===== config.mk =====
export PLATFORM = sky130hd
export DESIGN_NAME = dmcp_port
export DESIGN_NICKNAME = d
export VERILOG_FILES = /design/src/dmcp_pkg.sv /design/src/dmcp_irq.sv /design/src/dmcp_port.sv
export SDC_FILE = /design/constraint.sdc
export NUM_CORES = 2
export LEC_CHECK = 0
export ABC_AREA = 1
export ABC_CLOCK_PERIOD_IN_PS = 2000
export BUFFER_PORTS_ARGS = -buffer_cell sky130_fd_sc_hd__buf_2
export CAP_MARGIN = 25
export CORE_MARGIN = 8
export CORE_UTILIZATION = 57
export DETAILED_ROUTE_END_ITERATION = 6
export PLACE_DENSITY = 0.72
export SLEW_MARGIN = 20
export SYNTH_ARGS = -nofsm -noshare
export SYNTH_HDL_FRONTEND = slang
export SYNTH_HIERARCHICAL = 1
export SYNTH_SLANG_ARGS = --single-unit
export TNS_END_PERCENT = 20

===== constraint.sdc =====
create_clock -name CLK -period 2 [get_ports CLK]
set_clock_uncertainty 0.05 [all_clocks]
set_input_delay 0.2 -clock CLK [delete_from_list [all_inputs] [get_ports CLK]]
set_output_delay 0.2 -clock CLK [all_outputs]
set_load 0.005 [all_outputs]

===== src/dmcp_pkg.sv =====
// Purpose: Shared constants and types for the dual-mode control port.
// Assumes: One system clock; all pin-side signals are synchronised inside the port.
// Notes:   Register offsets are seven-bit pointer values.
`default_nettype none
package dmcp_pkg;

    // Chip addressing.
    localparam logic [6:0] SPI_CHIP_ADDR = 7'h10;
    localparam logic [3:0] I2C_ADDR_HI   = 4'h2;

    // Pointer byte layout.
    localparam int         PTR_STEP_BIT  = 7;
    localparam logic [7:0] PTR_RST       = 8'h00;

    // Register offsets.
    localparam logic [6:0] REG_CTRL1     = 7'h01;
    localparam logic [6:0] REG_IRQ1_STAT = 7'h07;
    localparam logic [6:0] REG_IRQ2_STAT = 7'h08;
    localparam logic [6:0] REG_IRQ1_MASK = 7'h09;
    localparam logic [6:0] REG_IRQ1_MDHI = 7'h0A;
    localparam logic [6:0] REG_IRQ1_MDLO = 7'h0B;
    localparam logic [6:0] REG_IRQ2_MASK = 7'h0C;
    localparam logic [6:0] REG_IRQ2_MDHI = 7'h0D;
    localparam logic [6:0] REG_IRQ2_MDLO = 7'h0E;
    localparam logic [6:0] REG_ID        = 7'h7F;
    localparam logic [7:0] REG_RST       = 8'h00;
    localparam int         REG_DEPTH     = 128;

    // Field positions: pin style in control 1, sources in the status registers.
    localparam int         STYLE_LSB     = 1;
    localparam int         BIT_SLIP      = 7;
    localparam int         BIT_CS_DONE   = 1;
    localparam int         BIT_UD_DONE   = 2;
    localparam int         IRQ_N         = 3;

    // Source sensitivity and pin style encodings.
    localparam logic [1:0] MODE_RISE     = 2'h0;
    localparam logic [1:0] MODE_FALL     = 2'h1;
    localparam logic [1:0] MODE_LEVEL    = 2'h2;
    localparam logic [1:0] STYLE_HIGH    = 2'h0;
    localparam logic [1:0] STYLE_LOW     = 2'h1;
    localparam logic [1:0] STYLE_OD      = 2'h2;

    // Pin synchroniser reset level and slot of each pin in the sync vector.
    localparam logic [4:0] PIN_RST       = 5'h1F;
    localparam int         PIN_SEL       = 0;
    localparam int         PIN_CLK       = 1;
    localparam int         PIN_DIN       = 2;
    localparam int         PIN_A1        = 3;
    localparam int         PIN_A2        = 4;

    typedef enum {
        DMCP_ST_IDLE,
        DMCP_ST_ADDR,
        DMCP_ST_PTR,
        DMCP_ST_WDATA,
        DMCP_ST_RDATA,
        DMCP_ST_SKIP
    } dmcp_state_e;

    // Register write seen by the rest of the device.
    typedef struct packed {
        logic       stb;
        logic [6:0] addr;
        logic [7:0] data;
    } dmcp_wr_s;

    // Interrupt configuration taken from the register file.
    typedef struct packed {
        logic [IRQ_N-1:0] mask;
        logic [IRQ_N-1:0] mode_hi;
        logic [IRQ_N-1:0] mode_lo;
        logic [1:0]       style;
    } dmcp_irq_cfg_s;

endpackage
`default_nettype wire


===== src/dmcp_irq.sv =====
// Purpose: Sticky interrupt status, masking and interrupt pin styling.
// Assumes: Sources come from logic on CLK; clear pulses come from status reads.
// Notes:   A source event in the clearing cycle keeps its bit set.
`timescale 1ns/1ps
`default_nettype none
module dmcp_irq
    import dmcp_pkg::*;
(
    // Clock and reset.
    input  wire logic          CLK,
    input  wire logic          SRST,
    // Sources, clears and configuration.
    input  wire logic [IRQ_N-1:0] SRC,
    input  wire logic [IRQ_N-1:0] CLR,
    input  wire dmcp_irq_cfg_s CFG,
    // Status and pin.
    output logic [IRQ_N-1:0]   STATUS,
    output logic               INT_O,
    output logic               INT_OE
);
    logic [IRQ_N-1:0] prev_ff;
    logic [IRQ_N-1:0] stat_ff;
    logic [IRQ_N-1:0] nxt_stat;
    logic             any_irq;

    // Per-source detection; the set term is ORed last so it beats a clear.
    genvar g;
    generate
        for (g = 0; g < IRQ_N; g = g + 1)
        begin : g_src
            logic       hit;
            logic [1:0] mode;
            assign mode = {CFG.mode_hi[g], CFG.mode_lo[g]};
            always_comb
            begin
                case (mode)
                    MODE_RISE:  hit = SRC[g] & ~prev_ff[g];
                    MODE_FALL:  hit = ~SRC[g] & prev_ff[g];
                    MODE_LEVEL: hit = SRC[g];
                    default:    hit = 1'b0;
                endcase
                nxt_stat[g] = (stat_ff[g] & ~CLR[g]) | hit;
            end
        end
    endgenerate

    always_ff @(posedge CLK)
    begin
        if (SRST)
        begin
            prev_ff <= '0;
            stat_ff <= '0;
        end
        else
        begin
            prev_ff <= SRC;
            stat_ff <= nxt_stat;
        end
    end

    // Only unmasked status reaches the pin; the open-drain style only pulls low.
    assign any_irq = |(stat_ff & CFG.mask);
    always_comb
    begin
        case (CFG.style)
            STYLE_LOW:
            begin
                INT_O  = ~any_irq;
                INT_OE = 1'b1;
            end
            STYLE_OD:
            begin
                INT_O  = 1'b0;
                INT_OE = any_irq;
            end
            default:
            begin
                INT_O  = any_irq;
                INT_OE = 1'b1;
            end
        endcase
    end
    assign STATUS = stat_ff;

endmodule
`default_nettype wire


===== src/dmcp_port.sv =====
// Purpose: Serial control port slave, four-wire or two-wire, with register file.
// Assumes: Bit clock far slower than CLK (32 ns period or more); pins are asynchronous.
// Notes:   Two-wire data pin, and interrupt pin in open-drain style, are open-drain via output enables.
`timescale 1ns/1ps
`default_nettype none
// How it works
// - A falling select pin after reset switches the port to four-wire mode.
// - Four-wire input sampled on bit clock rise, output changes on its fall.
// - Write: byte after address loads pointer, next byte written; MSB first.
// - Four-wire serial output stays undriven throughout a write.
// - Pointer stays put unless its step bit is set; then it advances per byte.
// - First bit clock fall after a four-wire read address drives the pointed MSB.
// - Two-wire address is 0010 followed by the three address pin levels.
// - Two-wire write: first byte loads pointer, later bytes write registers.
// - Two-wire read returns pointed register, consecutive ones with stepping.
// - Two-wire: device acknowledges bytes received, host acknowledges bytes sent.
// - Interrupt pin is active high, active low, or open-drain active low.
// - Each interrupt source has a mask bit that keeps it off the pin.
// - Each source is rising edge, falling edge or level sensitive.
// - Port works with no timing relation to audio clocks.
// - Port reaches channel-status and user-data storage as well as registers.
// - Pointer byte: bit 7 step enable, bits 6..0 address; step off at reset.
// - Pin style 00 active high, 01 active low, 10 open-drain, 11 reserved.
module dmcp_port
    import dmcp_pkg::*;
#(
    parameter logic [7:0] ID_VERSION = 8'h5A   // Arbitrary identity value.
)
(
    // Clock and reset.
    input  wire logic             CLK,
    input  wire logic             SRST,
    // Control pins.
    input  wire logic             SELECT_OR_ADDR0_PIN,
    input  wire logic             ADDR1_PIN,
    input  wire logic             ADDR2_PIN,
    input  wire logic             CTRL_BIT_CLOCK,
    input  wire logic             CTRL_SERIAL_IN_I,
    output logic                  CTRL_SERIAL_IN_O,
    output logic                  CTRL_SERIAL_IN_OE,
    output logic                  CTRL_SERIAL_OUT_O,
    output logic                  CTRL_SERIAL_OUT_OE,
    // Interrupt pin.
    output logic                  INT_O,
    output logic                  INT_OE,
    // Device side.
    input  wire logic [IRQ_N-1:0] IRQ_SRC,
    output dmcp_wr_s              REG_WR,
    output logic                  SPI_MODE
);
    logic [4:0]    sync1_ff;
    logic [4:0]    sync2_ff;
    logic [4:0]    prev_ff;
    logic          spi_mode_ff,  nxt_spi_mode;
    dmcp_state_e   state_ff,     nxt_state;
    logic [2:0]    bit_cnt_ff,   nxt_bit_cnt;
    logic [7:0]    rx_ff,        nxt_rx;
    logic [7:0]    tx_ff,        nxt_tx;
    logic [7:0]    ptr_ff,       nxt_ptr;
    logic          ack_ff,       nxt_ack;
    logic          done_ff,      nxt_done;
    logic          drv_ack_ff,   nxt_drv_ack;
    logic          tx_act_ff,    nxt_tx_act;
    dmcp_wr_s      wr_ff,        nxt_wr;
    logic [7:0]    mem_ff [0:REG_DEPTH-1];
    logic          sel_fall, sel_rise, clk_rise, clk_fall, din_fall, din_rise;
    logic          start_evt, stop_evt, din;
    logic [7:0]    byte_in, rd_data;
    logic [6:0]    dev_addr;
    logic [IRQ_N-1:0] stat, clr;
    dmcp_irq_cfg_s irq_cfg;

    // Every pin crosses two flops first, since the host clocks on its own.
    always_ff @(posedge CLK)
    begin
        if (SRST)
        begin
            sync1_ff <= PIN_RST;
            sync2_ff <= PIN_RST;
            prev_ff  <= PIN_RST;
        end
        else
        begin
            sync1_ff <= {ADDR2_PIN, ADDR1_PIN, CTRL_SERIAL_IN_I, CTRL_BIT_CLOCK,
                         SELECT_OR_ADDR0_PIN};
            sync2_ff <= sync1_ff;
            prev_ff  <= sync2_ff;
        end
    end

    // Edge detection looks only at the second stage and its delayed copy.
    assign sel_fall  = prev_ff[PIN_SEL] & ~sync2_ff[PIN_SEL];
    assign sel_rise  = ~prev_ff[PIN_SEL] & sync2_ff[PIN_SEL];
    assign clk_rise  = ~prev_ff[PIN_CLK] & sync2_ff[PIN_CLK];
    assign clk_fall  = prev_ff[PIN_CLK] & ~sync2_ff[PIN_CLK];
    assign din_fall  = prev_ff[PIN_DIN] & ~sync2_ff[PIN_DIN];
    assign din_rise  = ~prev_ff[PIN_DIN] & sync2_ff[PIN_DIN];
    assign din       = sync2_ff[PIN_DIN];
    assign byte_in   = {rx_ff[6:0], din};
    assign dev_addr  = {I2C_ADDR_HI, sync2_ff[PIN_A2], sync2_ff[PIN_A1],
                        sync2_ff[PIN_SEL]};
    // Two-wire framing: data moves while the clock is high.
    assign start_evt = sel_fall | (~spi_mode_ff & sync2_ff[PIN_CLK] & din_fall);
    assign stop_evt  = spi_mode_ff ? sel_rise : (sync2_ff[PIN_CLK] & din_rise);

    // Read mux: status registers and identity come from live logic.
    always_comb
    begin
        case (ptr_ff[6:0])
            REG_IRQ1_STAT: rd_data = {stat[1], 5'h00, stat[0], 1'b0};
            REG_IRQ2_STAT: rd_data = {5'h00, stat[2], 2'h0};
            REG_ID:        rd_data = ID_VERSION;
            default:       rd_data = mem_ff[ptr_ff[6:0]];
        endcase
    end

    // Transaction engine shared by both modes.
    always_comb
    begin
        nxt_spi_mode = spi_mode_ff;
        nxt_state    = state_ff;
        nxt_bit_cnt  = bit_cnt_ff;
        nxt_rx       = rx_ff;
        nxt_tx       = tx_ff;
        nxt_ptr      = ptr_ff;
        nxt_ack      = ack_ff;
        nxt_done     = done_ff;
        nxt_drv_ack  = drv_ack_ff;
        nxt_tx_act   = tx_act_ff;
        nxt_wr       = '0;
        clr          = '0;
        if (sel_fall)
            nxt_spi_mode = 1'b1;
        if (stop_evt)
        begin
            nxt_state  = DMCP_ST_IDLE;
            nxt_ack    = 1'b0;
            nxt_done   = 1'b0;
            nxt_tx_act = 1'b0;
        end
        else if (start_evt)
        begin
            nxt_state   = DMCP_ST_ADDR;
            nxt_bit_cnt = 3'h0;
            nxt_ack     = 1'b0;
            nxt_done    = 1'b0;
            nxt_tx_act  = 1'b0;
        end
        else if (state_ff != DMCP_ST_IDLE && state_ff != DMCP_ST_SKIP)
        begin
            if (clk_rise)
            begin
                if (ack_ff)
                begin
                    // A high level in the host's slot ends the read.
                    if (state_ff == DMCP_ST_RDATA && !drv_ack_ff && din)
                        nxt_state = DMCP_ST_SKIP;
                end
                else
                begin
                    nxt_rx      = byte_in;
                    nxt_bit_cnt = bit_cnt_ff + 3'h1;
                    if (bit_cnt_ff == 3'h7)
                    begin
                        nxt_done    = ~spi_mode_ff;
                        nxt_drv_ack = 1'b1;
                        case (state_ff)
                            DMCP_ST_ADDR:
                            begin
                                if (byte_in[7:1] == (spi_mode_ff ? SPI_CHIP_ADDR : dev_addr))
                                    nxt_state = byte_in[0] ? DMCP_ST_RDATA : DMCP_ST_PTR;
                                else
                                begin
                                    nxt_state = DMCP_ST_SKIP;
                                    nxt_done  = 1'b0;
                                end
                            end
                            DMCP_ST_PTR:
                            begin
                                nxt_ptr   = byte_in;
                                nxt_state = DMCP_ST_WDATA;
                            end
                            DMCP_ST_WDATA:
                            begin
                                // Status and identity bytes are not storage.
                                nxt_wr.stb  = ptr_ff[6:0] != REG_IRQ1_STAT &&
                                              ptr_ff[6:0] != REG_IRQ2_STAT &&
                                              ptr_ff[6:0] != REG_ID;
                                nxt_wr.addr = ptr_ff[6:0];
                                nxt_wr.data = byte_in;
                                if (ptr_ff[PTR_STEP_BIT])
                                    nxt_ptr = {ptr_ff[7], ptr_ff[6:0] + 7'h01};
                            end
                            DMCP_ST_RDATA: nxt_drv_ack = 1'b0;
                            default:       nxt_state = DMCP_ST_SKIP;
                        endcase
                    end
                end
            end
            else if (clk_fall)
            begin
                if (done_ff)
                begin
                    nxt_done   = 1'b0;
                    nxt_ack    = 1'b1;
                    nxt_tx_act = 1'b0;
                end
                else if (state_ff == DMCP_ST_RDATA &&
                         (ack_ff || (spi_mode_ff && bit_cnt_ff == 3'h0)))
                begin
                    // Fetch next byte; the pointer steps as each byte is read when its step bit is set.
                    nxt_ack    = 1'b0;
                    nxt_tx     = rd_data;
                    nxt_tx_act = 1'b1;
                    clr[0]     = ptr_ff[6:0] == REG_IRQ1_STAT;
                    clr[1]     = ptr_ff[6:0] == REG_IRQ1_STAT;
                    clr[2]     = ptr_ff[6:0] == REG_IRQ2_STAT;
                    if (ptr_ff[PTR_STEP_BIT])
                        nxt_ptr = {ptr_ff[7], ptr_ff[6:0] + 7'h01};
                end
                else if (ack_ff)
                    nxt_ack = 1'b0;
                else if (state_ff == DMCP_ST_RDATA)
                    nxt_tx = {tx_ff[6:0], 1'b0};
            end
        end
    end

    always_ff @(posedge CLK)
    begin
        if (SRST)
        begin
            spi_mode_ff <= 1'b0;
            state_ff    <= DMCP_ST_IDLE;
            bit_cnt_ff  <= 3'h0;
            rx_ff       <= REG_RST;
            tx_ff       <= REG_RST;
            ptr_ff      <= PTR_RST;
            ack_ff      <= 1'b0;
            done_ff     <= 1'b0;
            drv_ack_ff  <= 1'b0;
            tx_act_ff   <= 1'b0;
            wr_ff       <= '0;
        end
        else
        begin
            spi_mode_ff <= nxt_spi_mode;
            state_ff    <= nxt_state;
            bit_cnt_ff  <= nxt_bit_cnt;
            rx_ff       <= nxt_rx;
            tx_ff       <= nxt_tx;
            ptr_ff      <= nxt_ptr;
            ack_ff      <= nxt_ack;
            done_ff     <= nxt_done;
            drv_ack_ff  <= nxt_drv_ack;
            tx_act_ff   <= nxt_tx_act;
            wr_ff       <= nxt_wr;
        end
    end

    // Register and buffer storage, written one cycle after the byte lands.
    always_ff @(posedge CLK)
    begin
        if (SRST)
        begin
            for (int i = 0; i < REG_DEPTH; i++)
                mem_ff[i] <= REG_RST;
        end
        else if (wr_ff.stb)
            mem_ff[wr_ff.addr] <= wr_ff.data;
    end

    // Four-wire output drives only while a read byte is loaded.
    assign CTRL_SERIAL_OUT_O  = tx_ff[7];
    assign CTRL_SERIAL_OUT_OE = spi_mode_ff && state_ff == DMCP_ST_RDATA && tx_act_ff;
    // Two-wire data is open-drain: only ever pulled low.
    assign CTRL_SERIAL_IN_O   = 1'b0;
    assign CTRL_SERIAL_IN_OE  = ~spi_mode_ff &&
                                ((ack_ff && drv_ack_ff) ||
                                 (state_ff == DMCP_ST_RDATA && tx_act_ff && !tx_ff[7]));
    assign REG_WR   = wr_ff;
    assign SPI_MODE = spi_mode_ff;

    // Interrupt configuration gathered from its registers.
    assign irq_cfg.mask    = {mem_ff[REG_IRQ2_MASK][BIT_UD_DONE], mem_ff[REG_IRQ1_MASK][BIT_SLIP],
                              mem_ff[REG_IRQ1_MASK][BIT_CS_DONE]};
    assign irq_cfg.mode_hi = {mem_ff[REG_IRQ2_MDHI][BIT_UD_DONE], mem_ff[REG_IRQ1_MDHI][BIT_SLIP],
                              mem_ff[REG_IRQ1_MDHI][BIT_CS_DONE]};
    assign irq_cfg.mode_lo = {mem_ff[REG_IRQ2_MDLO][BIT_UD_DONE], mem_ff[REG_IRQ1_MDLO][BIT_SLIP],
                              mem_ff[REG_IRQ1_MDLO][BIT_CS_DONE]};
    assign irq_cfg.style   = mem_ff[REG_CTRL1][STYLE_LSB+1:STYLE_LSB];

    dmcp_irq u_irq (
        .CLK    (CLK),
        .SRST   (SRST),
        .SRC    (IRQ_SRC),
        .CLR    (clr),
        .CFG    (irq_cfg),
        .STATUS (stat),
        .INT_O  (INT_O),
        .INT_OE (INT_OE)
    );

endmodule
`default_nettype wire


==> results.toml <==
[hold_path]
hp-class = "in2reg"
worstHoldStart = "SELECT_OR_ADDR0_PIN"
holdPathStages = 3
hold_end = "sync1_ff[0]"

[drt]
avgViaCountPerCell = 6.04
dr.pass1.iters = 7
totalWireLength_um = 153000
ant_nets = 0
drcViolationCount = 0
drt_iter0_drc = 6276
drt-wirelength-per-cell_um = 22.5
vias = 41148

[timing]
setup_slack_ps = -289
worst_pin_slew_ps = 853
finalCritPeriodShare_pct = 114
relSlewSlack_pct = 43.1
drv_slew = 0
setup_viol = 27
hold_violations = 0
min_period_ps = 2290
holdWs_ps = 178
max_freq_mhz = 437
rsz0062_at_grt = "yes"

[job]
max_cap_violations = 0

[global_routing]
grt_util_all_layers_pct = 30.1
grt_pass1_wl_um = 228000
overflow = 0
antenna_found_initial = 2
grt_pass1_vias = 39399
grt_max_degree = 80

[finish]
area_growth_syn_to_layout_pct = 23.0
nNetsFinal = 5574
finish.utilization_pct = 70.6
regArea_mm2 = 0.0323
drive_above_1_share_pct = 18.9
fillers = 5926
multi_input_area_mm2 = 0.0164

[synth]
synthTopCellsByArea = "edfxtp_1 (62%), nor2_1 (9.7%), nand2_1 (9.1%)"
synth_area_per_cell_um2 = 9.58
synth_cell_type_count = 42
ys_seq_elements = 1100
synthArstFlopShare_pct = 0
syn-num-nets = 5214
seq_area_frac_synth_pct = 64.9
synth_warnings = 6
synthFlopType = "edfxtp_1"
synth_common_cells = "nor2_1 (1285), nand2_1 (1207), edfxtp_1 (1024)"
synth_area_mm2 = 0.0497
post-synth-top-count-cell = "nor2_1"
syn_inst = 5194
synth_edf_count = 1024
synth_top_area_cell = "edfxtp_1"
yosysTopAreaCellShare_pct = 61.8

[die]
ios = 33
die_h_um = 311
die-area_mm2 = 0.0970
die_x_um = 311
design.core.area_mm2 = 0.0866
rows = 108
start_util_pct = 57.4

[place]
gp_congestion = 0.978
hpwl_um = 94200
io_buffers = 31

[clock_network]
cts-buffers-inserted = 111
cts_tree = "built"
cts_buffer_depth = 3
clk_pin_slew_worst_paths_ps = 70
clk_latency_ps = 690
cts_sinks = 1100
htreeDepth = 3
cts_root_buffer = "clkbuf_16"

[worst_setup_path]
cp_max_fo = 27
cp-start-kind = "flip-flop"
worstSetupPathType = "reg2reg"
r2r_slack_ps = -290
cp.arrival_ps = 2820
r2r_end = "tx_ff[0]"
required_ps = 2530
end_kind = "flip-flop"
r2r_cells = 14

[run_status]
status = "finished with violations"
violations = "negative setup slack"

[pwr]
power_density_mw_per_mm2 = 825
peakVddDrop_mv = 0.954
finalPower_w = 0.0505
cellLeakagePower_nw = 22.1
-- logic make-up after synthesis --
kind of cell	synth area share, %
DFF	64.9
AOI/OAI and AO/OA	4.07
other	0.00754
adders and majority gates	0.252
buffers and inverters	4.23
xor gates and xnor gates	0.0704
and+or+nand+nor	26.5
-- final cells by class --
cell class / count / share of cell area [%]
timing repair buffer: 617 / 10.9
tap: 1155 / 2.36
inverter: 102 / 0.761
antenna: 3 / 0.0123
multi-input combinational: 3622 / 26.9
sequential: 1100 / 52.8
clock buffer: 132 / 4.75
clock inverter: 76 / 1.56
-- metal layers --
layer	share of wire, %	vias up	track usage, %
li1	-	18323	-
met1	36	19526	39.5
met2	46	2804	48.0
met3	12	495	6.33
met4	5.0	0	14.1
met5	0	-	0
-- how the worst max path moves through the flow --
stage | end | slack (ps)
global placement | flip-flop | -330
finish | tx_ff[0] | -290
CTS | CTRL_SERIAL_IN_OE | -220
detailed placement | flip-flop | -400
global route | tx_ff[0] | -360
floorplan | mem_ff[114][0] | -70
-- layout by cell type (no fill, tap or decap), drive strengths merged, types with 4 or more instances in the layout --
cell type    synthesis  final
a211oi               6      6
a21oi               46     46
a31oi                5      5
buf                166    594
bufbuf               0      4
bufinv               0     22
clkbuf             204    139
clkinv               2     44
clkinvlp             0      8
dfxtp               76     76
dlygate4sd3          0     12
edfxtp            1024   1024
ha                  10     10
inv                100    104
nand2             1216   1216
nand3              682    682
nor2              1288   1288
nor3                21     21
nor4                13     13
o21ai              216    216
o22ai               91     91
or2                 12     12
xor2                 4      4
-- sequential cells by signal, indices dropped and copies added, names as in the netlist, 3 cells and up, named ones only --
name           flops
REG_WR            16
bit_cnt_ff         3
mem_ff          1024
prev_ff            3
ptr_ff             8
rx_ff              7
state_ff           3
sync1_ff           5
sync2_ff           5
tx_ff              8
u_irq/STATUS       3
u_irq/prev_ff      3
-- what timing repair did --
item / 4_1_cts / 5_1_grt
gates resized for setup: 119 / 231
cloned: 12 / 7
setup buffers: 20 / 23
pin swaps: 19 / 56
hold endpoints to repair: 12 / 0
endpoints found under the setup margin: 21 / 156
hold buffers: 12 / 0
-- critical path, stage by stage, from the launching register on --
cell	delay, ps
dfxtp_4	430
clkinv_8	120
buf_16	190
buf_12	160
buf_12	160
o21ai_0	160
o22ai_1	90
nand2_1	80
nand2_1	100
nand2_1	110
nand3_1	150
nand3_2	140
nand3_2	80
nand3_1	70
a21oi_1	60
-- where the power goes --
group / leakage (nW) / switching, W / internal [W]
registers: 10.3 / 0.000361 / 0.0261
logic: 9.86 / 0.00115 / 0.000644
clock network: 1.87 / 0.00899 / 0.0132
-- per-stage QoR --
stage / instance area [um^2] / std cells / setup WS (ps) / setup TNS, ps
after detailed placement: 55000 / 6528 / -400 / -3240
after global routing: 61200 / 6804 / -361 / -7120
final: 61200 / 6807 / -289 / -3770
after CTS: 60000 / 6779 / -216 / -2030
after floorplan: 49700 / 5194 / -70.8 / -13070
after global placement: 55000 / 6528 / -330 / -2450
Note: power is estimated with default switching activity, not from simulation.
